`src/common/bst_map.svh`:
```
/*
 * Constants of the boundary scan test port: instruction codes, register
 * widths, fixed identification value and capture patterns.
 * Assumes it is included by bare name, once per compilation unit.
 */
`ifndef BST_MAP_SVH
`define BST_MAP_SVH

// ----------------------------------------------------------------------
// Instruction register
// ----------------------------------------------------------------------
`define BST_IR_W          8
`define BST_IR_EXTEST     8'h00
`define BST_IR_SAMPLE     8'h40
`define BST_IR_IDCODE     8'h55
`define BST_IR_CLAMP      8'hd0
`define BST_IR_HIGHZ      8'h80
`define BST_IR_BYPASS     8'hff
`define BST_IR_CAPTURE    8'h01

// ----------------------------------------------------------------------
// Data registers
// ----------------------------------------------------------------------
`define BST_ID_W          32
// Arbitrary neutral identification value
`define BST_ID_VALUE      32'h1a2b_3c4d
`define BST_CELLS_PER_PIN 3
`define BST_CELL_IN       0
`define BST_CELL_OE       1
`define BST_CELL_OUT      2
`define BST_SYNC_IN       9

`endif

```
`src/common/bst_pkg.sv`:
```
/*
 * Types of the boundary scan test port.
 * Assumes bst_map.svh is available on the include path.
 */
package bst_pkg;

	// ------------------------------------------------------------------
	// Controller states, one-hot
	// ------------------------------------------------------------------
	typedef enum logic [15:0] {
		TAP_RESET     = 16'h0001,
		TAP_IDLE      = 16'h0002,
		TAP_SEL_DR    = 16'h0004,
		TAP_CAP_DR    = 16'h0008,
		TAP_SHIFT_DR  = 16'h0010,
		TAP_EXIT1_DR  = 16'h0020,
		TAP_PAUSE_DR  = 16'h0040,
		TAP_EXIT2_DR  = 16'h0080,
		TAP_UPDATE_DR = 16'h0100,
		TAP_SEL_IR    = 16'h0200,
		TAP_CAP_IR    = 16'h0400,
		TAP_SHIFT_IR  = 16'h0800,
		TAP_EXIT1_IR  = 16'h1000,
		TAP_PAUSE_IR  = 16'h2000,
		TAP_EXIT2_IR  = 16'h4000,
		TAP_UPDATE_IR = 16'h8000
	} bst_state_t;

endpackage : bst_pkg

```
`src/common/bst_cell_if.sv`:
```
/*
 * Link between the port controller and the boundary chain.
 * Assumes both ends run on the same clock.
 */
`timescale 1ns/1ps
interface bst_cell_if #(parameter int W = 24);
	logic         capture;
	logic         shift;
	logic         update;
	logic         si;
	logic         so;
	logic [W-1:0] capData;
	logic [W-1:0] latch;

	modport ctrl  (output capture, shift, update, si, capData, input so, latch);
	modport chain (input capture, shift, update, si, capData, output so, latch);
endinterface : bst_cell_if

```
`src/core/bst_chain.sv`:
```
/*
 * Boundary chain: serial shift stage plus parallel output latches.
 * Assumes strobes are single-cycle pulses on ref_clk from the controller.
 */
`timescale 1ns/1ps
module bst_chain #(
	parameter int W = 24
) (
	// Clock and reset
	input wire logic   ref_clk,
	input wire logic   rstn,
	input wire logic   ce,
	// Controller side
	bst_cell_if.chain  cells
);
	import bst_pkg::*;

	logic [W-1:0] shiftReg;
	logic [W-1:0] latchReg;

	// ------------------------------------------------------------------
	// Shift stage, LSB leaves first
	// ------------------------------------------------------------------
	always_ff @(posedge ref_clk or negedge rstn) begin
		if (!rstn) begin
			shiftReg <= '0;
		end else if (ce && cells.capture) begin
			shiftReg <= cells.capData;
		end else if (ce && cells.shift) begin
			shiftReg <= {cells.si, shiftReg[W-1:1]};
		end
	end

	// Parallel latches feed the pins in test modes
	always_ff @(posedge ref_clk or negedge rstn) begin
		if (!rstn) begin
			latchReg <= '0;
		end else if (ce && cells.update) begin
			latchReg <= shiftReg;
		end
	end

	assign cells.so    = shiftReg[0];
	assign cells.latch = latchReg;

endmodule : bst_chain

```
`src/core/bst_tap.sv`:
```
/*
 * Boundary scan test access port: pin synchronisers, controller,
 * instruction, bypass and identification registers, pin multiplexing.
 * Assumes the tester clock is much slower than ref_clk (edges found by
 * sampling) and that pin and core signals are provided per scanned pin.
 */
// How it works
// - Port works only with chip reset high, scan enable high, emulator enable low.
// - Code ff selects bypass; one-bit register between data in and out.
// - Bypass captures zero, so first shifted bit is low, then delayed input.
// - Code 00 selects external test: latches drive pins, pin inputs captured.
// - During external test the output latches drive each pin whose enable cell is set; a pin with its enable cell clear floats.
// - Code 40 selects sample/preload; pins and core pass normally, but open-drain pins with output high drive high.
// - Sample captures pin and core values at capture-DR rising clock.
// - Preload moves shifted data into the parallel output latches on update.
// - Code 55 selects identification; fixed value shifted out LSB first.
// - Entering test-logic-reset loads the identification instruction.
// - Code d0 clamps pins to latched values with bypass in path.
// - While clamping, boundary chain contents are held in every state.
// - Code 80 floats all outputs, holds chain, bypass in path.
// - All serial transfers go least significant bit first.
// - Port unavailable in chip reset, standby or deep standby.
// - Open-drain pin with both cells set drives high in test modes.
// - Supply, clock, reset, control and test pins carry no scan cells.
// - Low test reset reinitialises the instruction register.
// - Instruction register is eight bits; other codes are reserved.
// - Identification register is a fixed read-only 32-bit value.
`timescale 1ns/1ps
`include "bst_map.svh"
module bst_tap #(
	parameter int NUM_PINS = 8
) (
	// Clock, reset, enable
	input wire logic                ref_clk,
	input wire logic                rstn,
	input wire logic                ce,
	// Tester pins
	input wire logic                tck,
	input wire logic                tms,
	input wire logic                tdi,
	input wire logic                trstn,
	output logic                    tdo,
	output logic                    tdoOeN,
	// Chip control pins and power states
	input wire logic                chipResetPin,
	input wire logic                emulatorEnablePin,
	input wire logic                scanEnablePin,
	input wire logic                swStandby,
	input wire logic                deepStandby,
	// Scanned pins, pad side
	input wire logic [NUM_PINS-1:0] pinIn,
	output logic     [NUM_PINS-1:0] pinOut,
	output logic     [NUM_PINS-1:0] pinOeN,
	// Scanned pins, core side
	input wire logic [NUM_PINS-1:0] coreOut,
	input wire logic [NUM_PINS-1:0] coreOe,
	input wire logic [NUM_PINS-1:0] odEnable,
	output logic     [NUM_PINS-1:0] coreIn
);
	import bst_pkg::*;

	localparam int CW = NUM_PINS * `BST_CELLS_PER_PIN;
	localparam int SW = `BST_SYNC_IN + NUM_PINS;

	// ------------------------------------------------------------------
	// Synchronisers for everything from outside the clock domain
	// ------------------------------------------------------------------
	// Edge detection reads only the second stage, never the first
	logic [SW-1:0] syncA;
	logic [SW-1:0] syncB;
	logic          tckPrev;
	wire  [SW-1:0] asyncIn = {pinIn, deepStandby, swStandby, scanEnablePin,
	                          emulatorEnablePin, chipResetPin, trstn, tdi, tms, tck};

	always_ff @(posedge ref_clk or negedge rstn) begin
		if (!rstn) begin
			syncA   <= '0;
			syncB   <= '0;
			tckPrev <= 1'b0;
		end else if (ce) begin
			syncA   <= asyncIn;
			syncB   <= syncA;
			tckPrev <= syncB[0];
		end
	end

	wire                tckS    = syncB[0];
	wire                tmsS    = syncB[1];
	wire                tdiS    = syncB[2];
	wire                trstnS  = syncB[3];
	wire                resPinS = syncB[4];
	wire                emuS    = syncB[5];
	wire                scanS   = syncB[6];
	wire                stbyS   = syncB[7];
	wire                dstbyS  = syncB[8];
	wire [NUM_PINS-1:0] pinInS  = syncB[SW-1:`BST_SYNC_IN];

	// Port enable and test clock edges
	// Dropping any enable or the test reset parks the controller in reset,
	// so a half-finished scan never leaves the pins in a test mode
	wire scanOn  = resPinS & scanS & ~emuS;
	wire portOn  = scanOn & ~stbyS & ~dstbyS;
	wire tapHold = ~portOn | ~trstnS;
	wire tckRise = ce & tckS & ~tckPrev;
	wire tckFall = ce & ~tckS & tckPrev;

	// ------------------------------------------------------------------
	// Controller state machine
	// ------------------------------------------------------------------
	bst_state_t state;
	bst_state_t next_state;

	always_comb begin
		next_state = state;
		case (state)
			TAP_RESET:     next_state = tmsS ? TAP_RESET     : TAP_IDLE;
			TAP_IDLE:      next_state = tmsS ? TAP_SEL_DR    : TAP_IDLE;
			TAP_SEL_DR:    next_state = tmsS ? TAP_SEL_IR    : TAP_CAP_DR;
			TAP_CAP_DR:    next_state = tmsS ? TAP_EXIT1_DR  : TAP_SHIFT_DR;
			TAP_SHIFT_DR:  next_state = tmsS ? TAP_EXIT1_DR  : TAP_SHIFT_DR;
			TAP_EXIT1_DR:  next_state = tmsS ? TAP_UPDATE_DR : TAP_PAUSE_DR;
			TAP_PAUSE_DR:  next_state = tmsS ? TAP_EXIT2_DR  : TAP_PAUSE_DR;
			TAP_EXIT2_DR:  next_state = tmsS ? TAP_UPDATE_DR : TAP_SHIFT_DR;
			TAP_UPDATE_DR: next_state = tmsS ? TAP_SEL_DR    : TAP_IDLE;
			TAP_SEL_IR:    next_state = tmsS ? TAP_RESET     : TAP_CAP_IR;
			TAP_CAP_IR:    next_state = tmsS ? TAP_EXIT1_IR  : TAP_SHIFT_IR;
			TAP_SHIFT_IR:  next_state = tmsS ? TAP_EXIT1_IR  : TAP_SHIFT_IR;
			TAP_EXIT1_IR:  next_state = tmsS ? TAP_UPDATE_IR : TAP_PAUSE_IR;
			TAP_PAUSE_IR:  next_state = tmsS ? TAP_EXIT2_IR  : TAP_PAUSE_IR;
			TAP_EXIT2_IR:  next_state = tmsS ? TAP_UPDATE_IR : TAP_SHIFT_IR;
			TAP_UPDATE_IR: next_state = tmsS ? TAP_SEL_DR    : TAP_IDLE;
			default:       next_state = TAP_RESET;
		endcase
	end

	// State advances only on a rising test clock
	always_ff @(posedge ref_clk or negedge rstn) begin
		if (!rstn) begin
			state <= TAP_RESET;
		end else if (ce && tapHold) begin
			state <= TAP_RESET;
		end else if (tckRise) begin
			state <= next_state;
		end
	end

	wire inReset  = (state == TAP_RESET);
	wire capIr    = (state == TAP_CAP_IR);
	wire shiftIr  = (state == TAP_SHIFT_IR);
	wire updIr    = (state == TAP_UPDATE_IR);
	wire capDr    = (state == TAP_CAP_DR);
	wire shiftDr  = (state == TAP_SHIFT_DR);
	wire updDr    = (state == TAP_UPDATE_DR);

	// ------------------------------------------------------------------
	// Instruction register and decode
	// ------------------------------------------------------------------
	logic [`BST_IR_W-1:0] irShift;
	logic [`BST_IR_W-1:0] instr;

	always_ff @(posedge ref_clk or negedge rstn) begin
		if (!rstn) begin
			irShift <= `BST_IR_CAPTURE;
		end else if (tckRise && capIr) begin
			irShift <= `BST_IR_CAPTURE;
		end else if (tckRise && shiftIr) begin
			irShift <= {tdiS, irShift[`BST_IR_W-1:1]};
		end
	end

	// Active instruction changes on the falling clock in update-IR
	always_ff @(posedge ref_clk or negedge rstn) begin
		if (!rstn) begin
			instr <= `BST_IR_IDCODE;
		end else if (ce && (tapHold || inReset)) begin
			instr <= `BST_IR_IDCODE;
		end else if (tckFall && updIr) begin
			instr <= irShift;
		end
	end

	// Decoded modes
	wire selExtest  = (instr == `BST_IR_EXTEST);
	wire selSample  = (instr == `BST_IR_SAMPLE);
	wire selIdcode  = (instr == `BST_IR_IDCODE);
	wire selClamp   = (instr == `BST_IR_CLAMP);
	wire selHighz   = (instr == `BST_IR_HIGHZ);
	wire selChain   = selExtest | selSample;
	wire selBypass  = ~(selChain | selIdcode);
	wire testDrive  = selExtest | selClamp;
	wire odOverride = selExtest | selClamp | selSample;

	// ------------------------------------------------------------------
	// Bypass and identification registers
	// ------------------------------------------------------------------
	logic                 bypassBit;
	logic [`BST_ID_W-1:0] idShift;

	always_ff @(posedge ref_clk or negedge rstn) begin
		if (!rstn) begin
			bypassBit <= 1'b0;
		end else if (tckRise && capDr && selBypass) begin
			bypassBit <= 1'b0;
		end else if (tckRise && shiftDr && selBypass) begin
			bypassBit <= tdiS;
		end
	end

	// Fixed value reloaded on every capture under identification, otherwise only shifted
	always_ff @(posedge ref_clk or negedge rstn) begin
		if (!rstn) begin
			idShift <= `BST_ID_VALUE;
		end else if (tckRise && capDr && selIdcode) begin
			idShift <= `BST_ID_VALUE;
		end else if (tckRise && shiftDr && selIdcode) begin
			idShift <= {tdiS, idShift[`BST_ID_W-1:1]};
		end
	end

	// ------------------------------------------------------------------
	// Boundary chain
	// ------------------------------------------------------------------
	bst_cell_if #(.W(CW)) cells ();
	logic [CW-1:0] capVec;

	// Capture pattern: pin input, enable and data per pin
	// Under external test the enable and data cells read back the latches,
	// which lets the tester confirm what it drove
	genvar k;
	generate
		for (k = 0; k < NUM_PINS; k++) begin : gCap
			assign capVec[k*`BST_CELLS_PER_PIN + `BST_CELL_IN]  = pinInS[k];
			assign capVec[k*`BST_CELLS_PER_PIN + `BST_CELL_OE]  =
				selExtest ? cells.latch[k*`BST_CELLS_PER_PIN + `BST_CELL_OE] : coreOe[k];
			assign capVec[k*`BST_CELLS_PER_PIN + `BST_CELL_OUT] =
				selExtest ? cells.latch[k*`BST_CELLS_PER_PIN + `BST_CELL_OUT] : coreOut[k];
		end
	endgenerate

	// Strobes reach the chain only for chain instructions
	assign cells.capture = tckRise & capDr & selChain;
	assign cells.shift   = tckRise & shiftDr & selChain;
	assign cells.update  = tckFall & updDr & selChain;
	assign cells.si      = tdiS;
	assign cells.capData = capVec;

	bst_chain #(.W(CW)) bst_chain_i (
		.ref_clk (ref_clk),
		.rstn    (rstn),
		.ce      (ce),
		.cells   (cells)
	);

	// ------------------------------------------------------------------
	// Serial output, changes on the falling test clock
	// ------------------------------------------------------------------
	// Updating on the falling clock gives the tester half a period of setup
	wire drOut   = selIdcode ? idShift[0] : (selChain ? cells.so : bypassBit);
	wire nextTdo = shiftIr ? irShift[0] : drOut;

	always_ff @(posedge ref_clk or negedge rstn) begin
		if (!rstn) begin
			tdo    <= 1'b0;
			tdoOeN <= 1'b1;
		end else if (ce && tapHold) begin
			tdo    <= 1'b0;
			tdoOeN <= 1'b1;
		end else if (tckFall) begin
			tdo    <= nextTdo;
			tdoOeN <= ~(shiftIr | shiftDr);
		end
	end

	// ------------------------------------------------------------------
	// Pin multiplexing, all outputs registered
	// ------------------------------------------------------------------
	logic [NUM_PINS-1:0] next_pinOut;
	logic [NUM_PINS-1:0] next_pinOeN;

	generate
		for (k = 0; k < NUM_PINS; k++) begin : gPin
			wire latOut = cells.latch[k*`BST_CELLS_PER_PIN + `BST_CELL_OUT];
			wire latOe  = cells.latch[k*`BST_CELLS_PER_PIN + `BST_CELL_OE];
			wire odRel  = odEnable[k] & coreOut[k] & ~odOverride;
			assign next_pinOut[k] = testDrive ? latOut : coreOut[k];
			assign next_pinOeN[k] = selHighz  ? 1'b1 :
			                        testDrive ? ~latOe :
			                        (~coreOe[k] | odRel);
		end
	endgenerate

	always_ff @(posedge ref_clk or negedge rstn) begin
		if (!rstn) begin
			pinOut <= '0;
			pinOeN <= '1;
			coreIn <= '0;
		end else if (ce) begin
			pinOut <= next_pinOut;
			pinOeN <= next_pinOeN;
			coreIn <= pinInS;
		end
	end

endmodule : bst_tap

```
`config.mk`:
```
export PLATFORM = sky130hd
export DESIGN_NAME = bst_tap
export DESIGN_NICKNAME = d
export VERILOG_FILES = /design/src/common/bst_pkg.sv /design/src/common/bst_cell_if.sv /design/src/core/bst_chain.sv /design/src/core/bst_tap.sv
export VERILOG_INCLUDE_DIRS = /design/src /design/src/common
export SDC_FILE = /design/constraint.sdc
export NUM_CORES = 1
export LEC_CHECK = 0
export ABC_AREA = 1
export BUFFER_PORTS_ARGS = -buffer_cell sky130_fd_sc_hd__buf_2
export CAP_MARGIN = 20
export CORE_MARGIN = 2
export CORE_UTILIZATION = 35
export DETAILED_ROUTE_END_ITERATION = 12
export GPL_TIMING_DRIVEN = 0
export PLACE_DENSITY = 0.52
export SYNTH_ARGS = -nofsm -noshare
export SYNTH_HDL_FRONTEND = slang
export SYNTH_SLANG_ARGS = --single-unit
```
`constraint.sdc`:
```
create_clock -name ref_clk -period 3.3 [get_ports ref_clk]
set_input_delay 0.33 -clock ref_clk [delete_from_list [all_inputs] [get_ports ref_clk]]
set_output_delay 0.33 -clock ref_clk [all_outputs]
set_load 0.1 [all_outputs]
```
==> impl_metrics.csv, run 1 <==
group,metric,value,unit
setup_path,crit_path_start,"instr[1]",
sta,worst_clock_skew,0.0176,ns
floorplan,rows,54,
yosys,yosys.area.top_type,"dfrtp_1",
yosys,synth-edff-count,0,
setup_path,cp.required,3.61,ns
yosys,synth_warnings,0,
job,maxCapViolations,0,
route,drt_iter0_markers,388,
global_route,overflow,0,
global_route,grt_max_degree,88,
sta,slew_viol_final,0,
cts,cts_root_buf,"clkbuf_16",
setup_path,reg2reg_slack,1.20,ns
route,drt_wl_total,21.5,mm
yosys,synth_ff_type,"dfrtp_1",
cells_and_area,nets,1097,
cts,cts_buffer_depth,2,
placed_design,dp_cells,1313,
worst_hold_path,hp-class,"input pin to flip-flop",
sta,tightest_slew,0.698,ns
placed_design,gp_congestion,0.842,
power,power.density,536,nW/µm²
sta,fin_ws,1.20,ns
cells_and_area,area_delta_synth_final,17.5,%
floorplan,pin_count,70,
yosys,yosys-top-cells-area,"dfrtp_1, nand2_1, dfstp_2",
yosys,synth_top_cell_area_share,43.1,%
global_route,antenna_found_initial,0,
setup_path,crit_fanout,10,
setup_path,r2r_end,"bst_chain_i.shiftReg[19]",
sta,setup_viol,0,
cells_and_area,final_cell_area,9280,µm²
route,wl_per_cell,16.0,µm
cts,htree_levels,4,
yosys,synth_nets,1007,
yosys,synthCells,963,
cts,clk_latency,0.43,ns
cts,path_clk_slew,0.07,ns
sta,max_slew_margin,53.5,%
setup_path,endpoint,"bst_chain_i.shiftReg[19]",
yosys,ys_types,31,
cells_and_area,nFillCells,2257,
cts,cts_tree,"yes",
cells_and_area,diodes,0,
placed_design,dp_slack,1.21,ns
floorplan,core,22000,µm²
setup_path,rr_worst_depth,11,
floorplan,dieArea,23800,µm²
global_route,grt_pass1_wl,34.9,mm
placed_design,portBuffers,69,
route,drt-vias-per-instance,4.81,
setup_path,cp-end-kind,"flip-flop",
cells_and_area,final_cells,1346,
sta,finalHoldViolations,0,
yosys,seq_area_frac_synth,53.1,%
cts,cts_buffers,17,
cts,clock_sink_count,166,
route,post-route-drc-count,0,
placed_design,hpwl,15.7,mm
yosys,synthArstFlopShare,100,%
floorplan,start_util,35.9,%
power,vdd_ir_drop_max,0.258,mV
route,num_vias,6478,
floorplan,die_x,154,µm
placed_design,placed_area,8630,µm²
yosys,ys_ff_latch,166,
sta,rsz0062_at_grt,"false",
setup_path,crit_arrival,2.40,ns
global_route,grtUsageTotal,18.8,%
yosys,netlist_area,7890,µm²
route,ant_nets,0,
setup_path,r2r_start,"instr[1]",
run_status,status,"complete, no violations",
route,drt_pass1_iterations,5,
yosys,synth_area_per_cell,8.20,µm²
sta,fmax,477,MHz
setup_path,cp-start-kind,"flip-flop",
cells_and_area,drive_gt1_share,18.7,%
sta,min_period,2.10,ns
global_route,grt_pass1_vias,6338,
floorplan,die_height,154,µm
setup_path,crit_type,"flip-flop to flip-flop",
cells_and_area,fin_util,42.3,%
cts,ctsResizeCount,0,
sta,fin_crit_sh,63.5,%
power,leakagePower,0.00448,µW
sta,setup_tns,0,ns
[cell type report]
type,count,area [µm²],share of cell area [%]
Timing Repair Buffer,71,393,4.23
Multi-Input combinational cell,665,3120,33.6
Clock buffer,21,440,4.75
Buffer,43,248,2.67
Sequential cell,166,4190,45.2
Clock inverter,11,201,2.17
Inverter,89,337,3.63
Tap cell,280,350,3.78
[cell usage in the layout, fill, tap and decap left out, drive strengths merged, types with 2 or more instances in the layout]
master and count:
o21ai 155, a21oi 23, nand3b 11, nor2 66, buf 88, nand3 69
o22ai 10, nand4 2, nor3 10, a31oi 2, dfstp 30, bufinv 5
clkinv 3, dfrtp 136, clkbuf 46, inv 91, nand2 313
[sequential cells by signal, summed over array words and instances (netlist names)]
name                     flops
bst_chain_i.cells.latch     16
bst_chain_i.shiftReg        24
bypassBit                    1
coreIn                       8
idShift                     32
instr                        8
irShift                      8
pinOeN                       8
pinOut                       8
state                       16
syncA                       17
syncB                       17
tckPrev                      1
tdo                          1
tdoOeN                       1
[stage by stage]
stage | total power, µW | hold WS [ns]
floorplan | 2620 | 0.0344
global placement | 2800 | 0.455
detailed placement | 2810 | 0.362
CTS | 5030 | 0.0759
global route | 5160 | 0.0859
finish | 4980 | 0.0905
[cells in the mapped netlist, types with 5 or more instances]
master and n:
o21ai_0 124, dfrtp_1 136, dfstp_2 30, buf_2 6, nor2_4 8, nand3b_1 11, nand2_2 8, o21ai_2 18
o22ai_1 10, nor2_2 8, nor2_1 50, clkbuf_1 25, inv_1 83, buf_6 9, nor3_1 10, o21ai_1 13
inv_2 5, nand2_1 304, nand3_1 66, a21oi_1 23
[per-layer routing]
metal  vias to the layer above  track usage (%)  wire, µm
met3                         7             3.87       793
met2                        94             29.6     10000
met1                      3089             27.0     10600
met4                         0             3.96       108
met5                         -                0         0
li1                       3288                -         -
[critical path, cell delays in order (launching register included)]
cell and delay, ns:
dfrtp_1 0.36, inv_1 0.07, nand2_1 0.08, inv_2 0.08, nand3_4 0.13, nor2_4 0.19, inv_2 0.13, nor2_4 0.21
clkbuf_1 0.39, o21ai_0 0.18, nand2_1 0.11, o21ai_2 0.05
[report_power, final]
part	switching [µW]	total [µW]	internal [µW]	leakage [µW]
combinational	468	587	119	0.00219
clock	856	2210	1350	0.000306
sequential	52.2	2180	2130	0.00199
total	1380	4980	3600	0.00448
[kinds of logic after synthesis]
group	count (synthesis)	share of synthesized area [%]
compound gates	191	13.2
flops	166	53.1
simple gates	474	26.3
buf+inv	132	7.40
[worst min-delay path by stage]
stage                    from                          end  slack [ns]  cells after the start
floorplan                rstn  bst_chain_i.cells.latch[10]        0.03                      0
global placement    syncA[14]                    syncA[14]        0.46                      2
detailed placement       rstn                     syncA[6]        0.36                      1
CTS                  pinIn[1]                    syncA[10]        0.08                      3
global route         pinIn[1]                    syncA[10]        0.09                      3
finish               pinIn[6]                    syncA[15]        0.09                      3
[repair_timing]
action	CTS	global route
buffers inserted	0	0
hold endpoints to repair	60	0
hold buffers	1	0
Power figures use the tool's default switching activity.
==> run 2, diff against run 1 <==
- clock period: 3.3 -> 2.1 ns (I/O delays scaled with it)
==> run 2 against run 1 <==
Sequential power rose by 57%. Non-clock buffer count rose by 20. Register-to-register slack worse by 1.1 ns. Highest routed layer unchanged. Combinational power grew 61%. Clock power rose by 57%. Wire length rose by 0.77%. Global-route usage increased by 0.13 points. Cell count is 1.5% higher. Sequential share of layout area shrank 1.1 points. Utilization increased by 1.1 points. First-iteration DRC count shrank 0.77%. Critical path type unchanged.
==> impl_metrics.csv, run 2 (synthesized netlist as in run 1, its figures left out) <==
group,metric,value,unit
run_status,status,"complete, no violations",
route,drt_iter0_markers,385,
cts,cts_buffers,17,
global_route,antenna_found_initial,0,
power,power.density,825,nW/µm²
route,post-route-drc-count,0,
setup_path,cp-end-kind,"flip-flop",
floorplan,rows,54,
floorplan,core,22000,µm²
global_route,grt_max_degree,88,
cts,cts_buffer_depth,2,
cells_and_area,reg_top3,"idShift: 32 flops, bst_chain_i.shiftReg: 24 flops",
route,drt_pass1_iterations,6,
route,drt_wl_total,21.7,mm
cells_and_area,largest_register,"idShift",
cts,htree_levels,4,
global_route,grt_pass1_vias,6407,
sta,fin_hold_ws,0.101,ns
global_route,grtUsageTotal,18.9,%
worst_hold_path,hp-class,"input pin to flip-flop",
power,total_power,7850,µW
cells_and_area,drive_gt1_share,19.7,%
cells_and_area,diodes,0,
setup_path,cp-start-kind,"flip-flop",
cells_and_area,layout_common_cells,"nand2_1, dfrtp_1, o21ai_0, inv_1, buf_2",
sta,worst_clock_skew,0.0183,ns
setup_path,crit_path_start,"instr[5]",
placed_design,placed_area,8630,µm²
global_route,overflow,0,
cells_and_area,area_delta_synth_final,20.5,%
placed_design,hpwl,15.7,mm
cells_and_area,largest_register_ffs,32,
route,drt-vias-per-instance,4.83,
sta,slew_viol_final,0,
cells_and_area,mostFrequentLayoutCell,"nand2_1",
route,ant_nets,0,
worst_hold_path,hp-start,"ce",
cts,cts_root_buf,"clkbuf_16",
sta,tightest_slew,0.710,ns
sta,finalHoldViolations,0,
placed_design,portBuffers,69,
sta,max_slew_margin,52.7,%
floorplan,start_util,35.9,%
setup_path,crit_type,"flip-flop to flip-flop",
cts,clk_latency,0.43,ns
route,num_vias,6602,
sta,rsz0062_at_grt,"true",
cts,cts_tree,"yes",
job,maxCapViolations,0,
placed_design,dp_slack,0.00528,ns
power,leakagePower,0.00459,µW
global_route,grt_pass1_wl,35.2,mm
setup_path,r2r_start,"instr[5]",
floorplan,pin_count,70,
sta,fin_ws,0.0984,ns
sta,fmax,500,MHz
cts,clock_sink_count,166,
power,vdd_ir_drop_max,0.406,mV
sta,setup_viol,0,
route,wl_per_cell,15.9,µm
cells_and_area,final_cell_area,9520,µm²
placed_design,gp_congestion,0.842,
sta,fin_crit_sh,95.3,%
setup_path,crit_fanout,10,
floorplan,dieArea,23800,µm²
cts,path_clk_slew,0.06,ns
floorplan,die_x,154,µm
sta,min_period,2.00,ns
setup_path,crit_arrival,2.29,ns
cells_and_area,nets,1117,
setup_path,cp.required,2.39,ns
sta,setup_tns,0,ns
floorplan,die_height,154,µm
run 2: per-stage QoR:
| stage | util, % | cells |
|---|---|---|
| finish | 43.3 | 1366 |
| global route | 43.3 | 1366 |
| CTS | 43.0 | 1363 |
| detailed placement | 39.3 | 1313 |
| global placement | 39.1 | 1312 |
| floorplan | - | 963 |
run 2: final timing paths:
path                                     to  slack (ns)  depth (start not counted)
worst max-delay path              pinOut[7]         0.1                          7
worst min-delay path                tckPrev        0.10                          3
worst max register to register    pinOut[7]         0.1                          7
worst min register to register   idShift[1]        0.47                          2
max in group asynchronous       idShift[13]        0.89                          3
min in group asynchronous          syncA[6]        0.34                          2
run 2: worst max-delay path, stage by stage, from the launching register on:
cell and delay, ns:
dfrtp_1 0.41, nor2_2 0.18, nand3_2 0.23, nand2_1 0.13, nand2_1 0.10, clkbuf_1 0.30, o21ai_0 0.44, nand2_1 0.09
run 2: layout make-up:
| cell class | count | area, µm² |
|---|---|---|
| Fill cell | 2228 | 12400 |
| Sequential cell | 166 | 4190 |
| Multi-Input combinational cell | 665 | 3150 |
| Timing Repair Buffer | 91 | 586 |
| Clock buffer | 21 | 440 |
| Tap cell | 280 | 350 |
| Inverter | 89 | 337 |
| Buffer | 43 | 255 |
| Clock inverter | 11 | 201 |
run 2: layer usage:
| layer | up-vias | share of wire (%) | global-route usage [%] |
|---|---|---|---|
| li1 | 3330 | - | - |
| met1 | 3157 | 49 | 27.0 |
| met2 | 106 | 47 | 30.0 |
| met3 | 9 | 3.4 | 3.87 |
| met4 | 0 | 0.55 | 3.96 |
| met5 | - | 0 | 0 |
run 2: power by group:
part           internal, µW  total, µW  switching, µW
clock network          2130       3480           1350
logic                   206        944            738
registers              3340       3420           82.3
run 2: repair_timing:
| item | CTS | global route |
|---|---|---|
| setup endpoints to repair | 0 | 72 |
| buffers inserted | 0 | 3 |
| endpoints found under the hold margin | 77 | 0 |
| resized for setup | 0 | 25 |
| hold buffers | 18 | 0 |
==> run 3, diff against run 2 <==
- GPL_ROUTABILITY_DRIVEN: not set -> 0
- GPL_TIMING_DRIVEN: 0 -> not set
==> run 3 against run 2 <==
Utilization decreased by 0.57 points. Critical path depth increased by 3. Clock power shrank 12%. Clock skew decreased by 0.0041 ns. Non-clock buffer count down 15. Setup slack improved by 0.10 ns. First-iteration DRC count increased by 15%. Combinational power rose by 2.2%. Power shrank 5.1%.
==> impl_metrics.csv, run 3 (synthesized netlist as in run 1, its figures left out) <==
group,metric,value,unit
run_status,status,"complete, no violations",
global_route,grt_max_degree,56,
power,comb_power_share,13.0,%
setup_path,cp-start-kind,"flip-flop",
cells_and_area,largest_register,"idShift",
route,wl_per_cell,14.9,µm
setup_path,critical-path-top-delay-family,"simple AND/OR/NAND/NOR gates",
cells_and_area,final_cell_area,9390,µm²
power,seqPwrFrac,46.0,%
sta,slew_viol_final,0,
power,p_int,5260,µW
sta,min_period,1.90,ns
setup_path,reg2reg_slack,0.20,ns
sta,fin_crit_sh,90.3,%
sta,max_slew_margin,55.8,%
cells_and_area,layout_common_cells,"nand2_1, dfrtp_1, o21ai_0, inv_1, buf_2",
global_route,antenna_found_initial,0,
cts,cts_buffer_depth,2,
setup_path,cp_cell_sequence,"nor2_2, nand2_2, nor2_4, buf_4, nand2_1, inv_1, o21ai_1, nand2_1, nor2_1, a21oi_1",
route,drt_wl_total,20.1,mm
route,num_vias,6452,
job,maxCapViolations,0,
global_route,grt_pass1_vias,6293,
sta,finalHoldViolations,0,
setup_path,crit_top_cell,"nand2_1",
cts,cts_tree,"yes",
setup_path,slowest_delay,0.40,ns
sta,rsz0062_at_grt,"false",
floorplan,die_x,154,µm
cells_and_area,reg_top3,"idShift: 32 flops, bst_chain_i.shiftReg: 24 flops",
route,post-route-drc-count,0,
sta,worst_clock_skew,0.0142,ns
floorplan,start_util,35.9,%
cells_and_area,largest_register_ffs,32,
sta,tightest_slew,0.660,ns
global_route,grt_pass1_wl,33.4,mm
setup_path,crit_fanout,8,
power,p_clk_share,41.0,%
sta,setup_tns,0,ns
floorplan,pin_count,70,
setup_path,crit_arrival,2.24,ns
floorplan,die_height,154,µm
floorplan,rows,54,
worst_hold_path,hp-class,"input pin to flip-flop",
floorplan,core,22000,µm²
setup_path,cp-end-kind,"flip-flop",
cells_and_area,diodes,0,
setup_path,r2r_end,"instr[6]",
cells_and_area,area_delta_synth_final,19.0,%
placed_design,hpwl,14.1,mm
route,drt_iter0_markers,442,
worst_hold_path,hold_depth,3,
cts,path_clk_slew,0.07,ns
setup_path,slowest_stage,"dfrtp_1",
floorplan,dieArea,23800,µm²
cts,htree_levels,4,
worst_hold_path,hp-start,"pinIn[1]",
power,netSwitchingFraction,29.4,%
setup_path,crit_type,"flip-flop to flip-flop",
global_route,grtUsageTotal,17.7,%
cells_and_area,nets,1102,
setup_path,crit_buf_inv,2,
sta,fin_ws,0.203,ns
setup_path,r2r_start,"state[10]",
cells_and_area,drive_gt1_share,20.3,%
cells_and_area,nFillCells,2215,
cts,cts_buffers,17,
global_route,overflow,0,
power,vdd_ir_drop_max,0.481,mV
power,power.switching,2190,µW
setup_path,cp.required,2.45,ns
sta,fmax,527,MHz
route,drt-vias-per-instance,4.78,
cts,cts_root_buf,"clkbuf_16",
cells_and_area,mostFrequentLayoutCell,"nand2_1",
power,power.density,793,nW/µm²
power,leakagePower,0.00454,µW
placed_design,portBuffers,69,
cts,clk_latency,0.43,ns
placed_design,dp_slack,0.201,ns
route,ant_nets,0,
placed_design,placed_area,8610,µm²
sta,setup_viol,0,
setup_path,rr_worst_depth,10,
power,total_power,7450,µW
route,drt_pass1_iterations,4,
cts,clock_sink_count,166,
worst_hold_path,whs_endpoint,"syncA[10]",
[run 3: changes by cell type in the layout (fill, tap and decap cells not counted), sizes merged]
cell	before	now
dlygate4sd3	18	16
bufinv	5	1
buf	92	103
clkbuf	45	20
clkinvlp	1	3
inv	91	94
[run 3: power by group through the flow]
stage	Clock, µW	Sequential, µW	Combinational [µW]
floorplan	0	3830	282
global placement	0	3480	926
detailed placement	0	3490	933
CTS	3130	3430	956
global route	3290	3440	1050
finish	3060	3430	965
[run 3: layer usage]
metal | vias up | global-route usage [%] | share of wire (%)
li1 | 3291 | - | -
met1 | 3026 | 25.0 | 49
met2 | 105 | 27.2 | 45
met3 | 30 | 3.08 | 3.0
met4 | 0 | 6.72 | 2.7
met5 | - | 0 | 0
[run 3: area by class of cell]
class	count	area, µm²	area share, %
sequential	166	4190	44.6
multi-input combinational	665	3120	33.2
timing repair buffer	119	830	8.83
clock buffer	20	447	4.76
tap	280	350	3.73
inverter	89	337	3.58
clock inverter	12	118	1.25
[run 3: worst reg2reg max path: stages (launching register included)]
cell,delay [ns]
dfrtp_1,0.40
nor2_2,0.18
nand2_2,0.11
nor2_4,0.20
buf_4,0.17
nand2_1,0.09
inv_1,0.11
o21ai_1,0.10
nand2_1,0.24
nor2_1,0.09
a21oi_1,0.15
[run 3: how the worst max path moves through the flow]
stage                     startpoint                  endpoint  slack [ns]  depth (start not counted)
final                      state[10]                  instr[6]        0.20                         10
after global routing       state[15]  bst_chain_i.shiftReg[11]        0.01                         10
after CTS                   state[3]                  instr[5]        0.18                          8
after global placement      state[3]                  instr[5]        0.24                          8
after floorplan            state[10]               idShift[15]        0.45                         12
after detailed placement    state[3]                irShift[6]        0.20                         10
[run 3: per-stage QoR]
| stage | hold WS (ns) | std cells | utilization (%) |
|---|---|---|---|
| after floorplan | -0.0856 | 963 | - |
| after global placement | 0.211 | 1295 | 39.2 |
| after detailed placement | 0.211 | 1295 | 39.2 |
| after CTS | 0.00228 | 1343 | 42.5 |
| after global routing | 0.000544 | 1351 | 42.8 |
| final | 0.00224 | 1351 | 42.8 |
[run 3: repair_timing]
action                                  CTS  global route
hold endpoints to repair                 58             0
hold buffers                             16             0
endpoints found under the setup margin    0             7
resized for setup                         0             0
setup buffers                             0             8
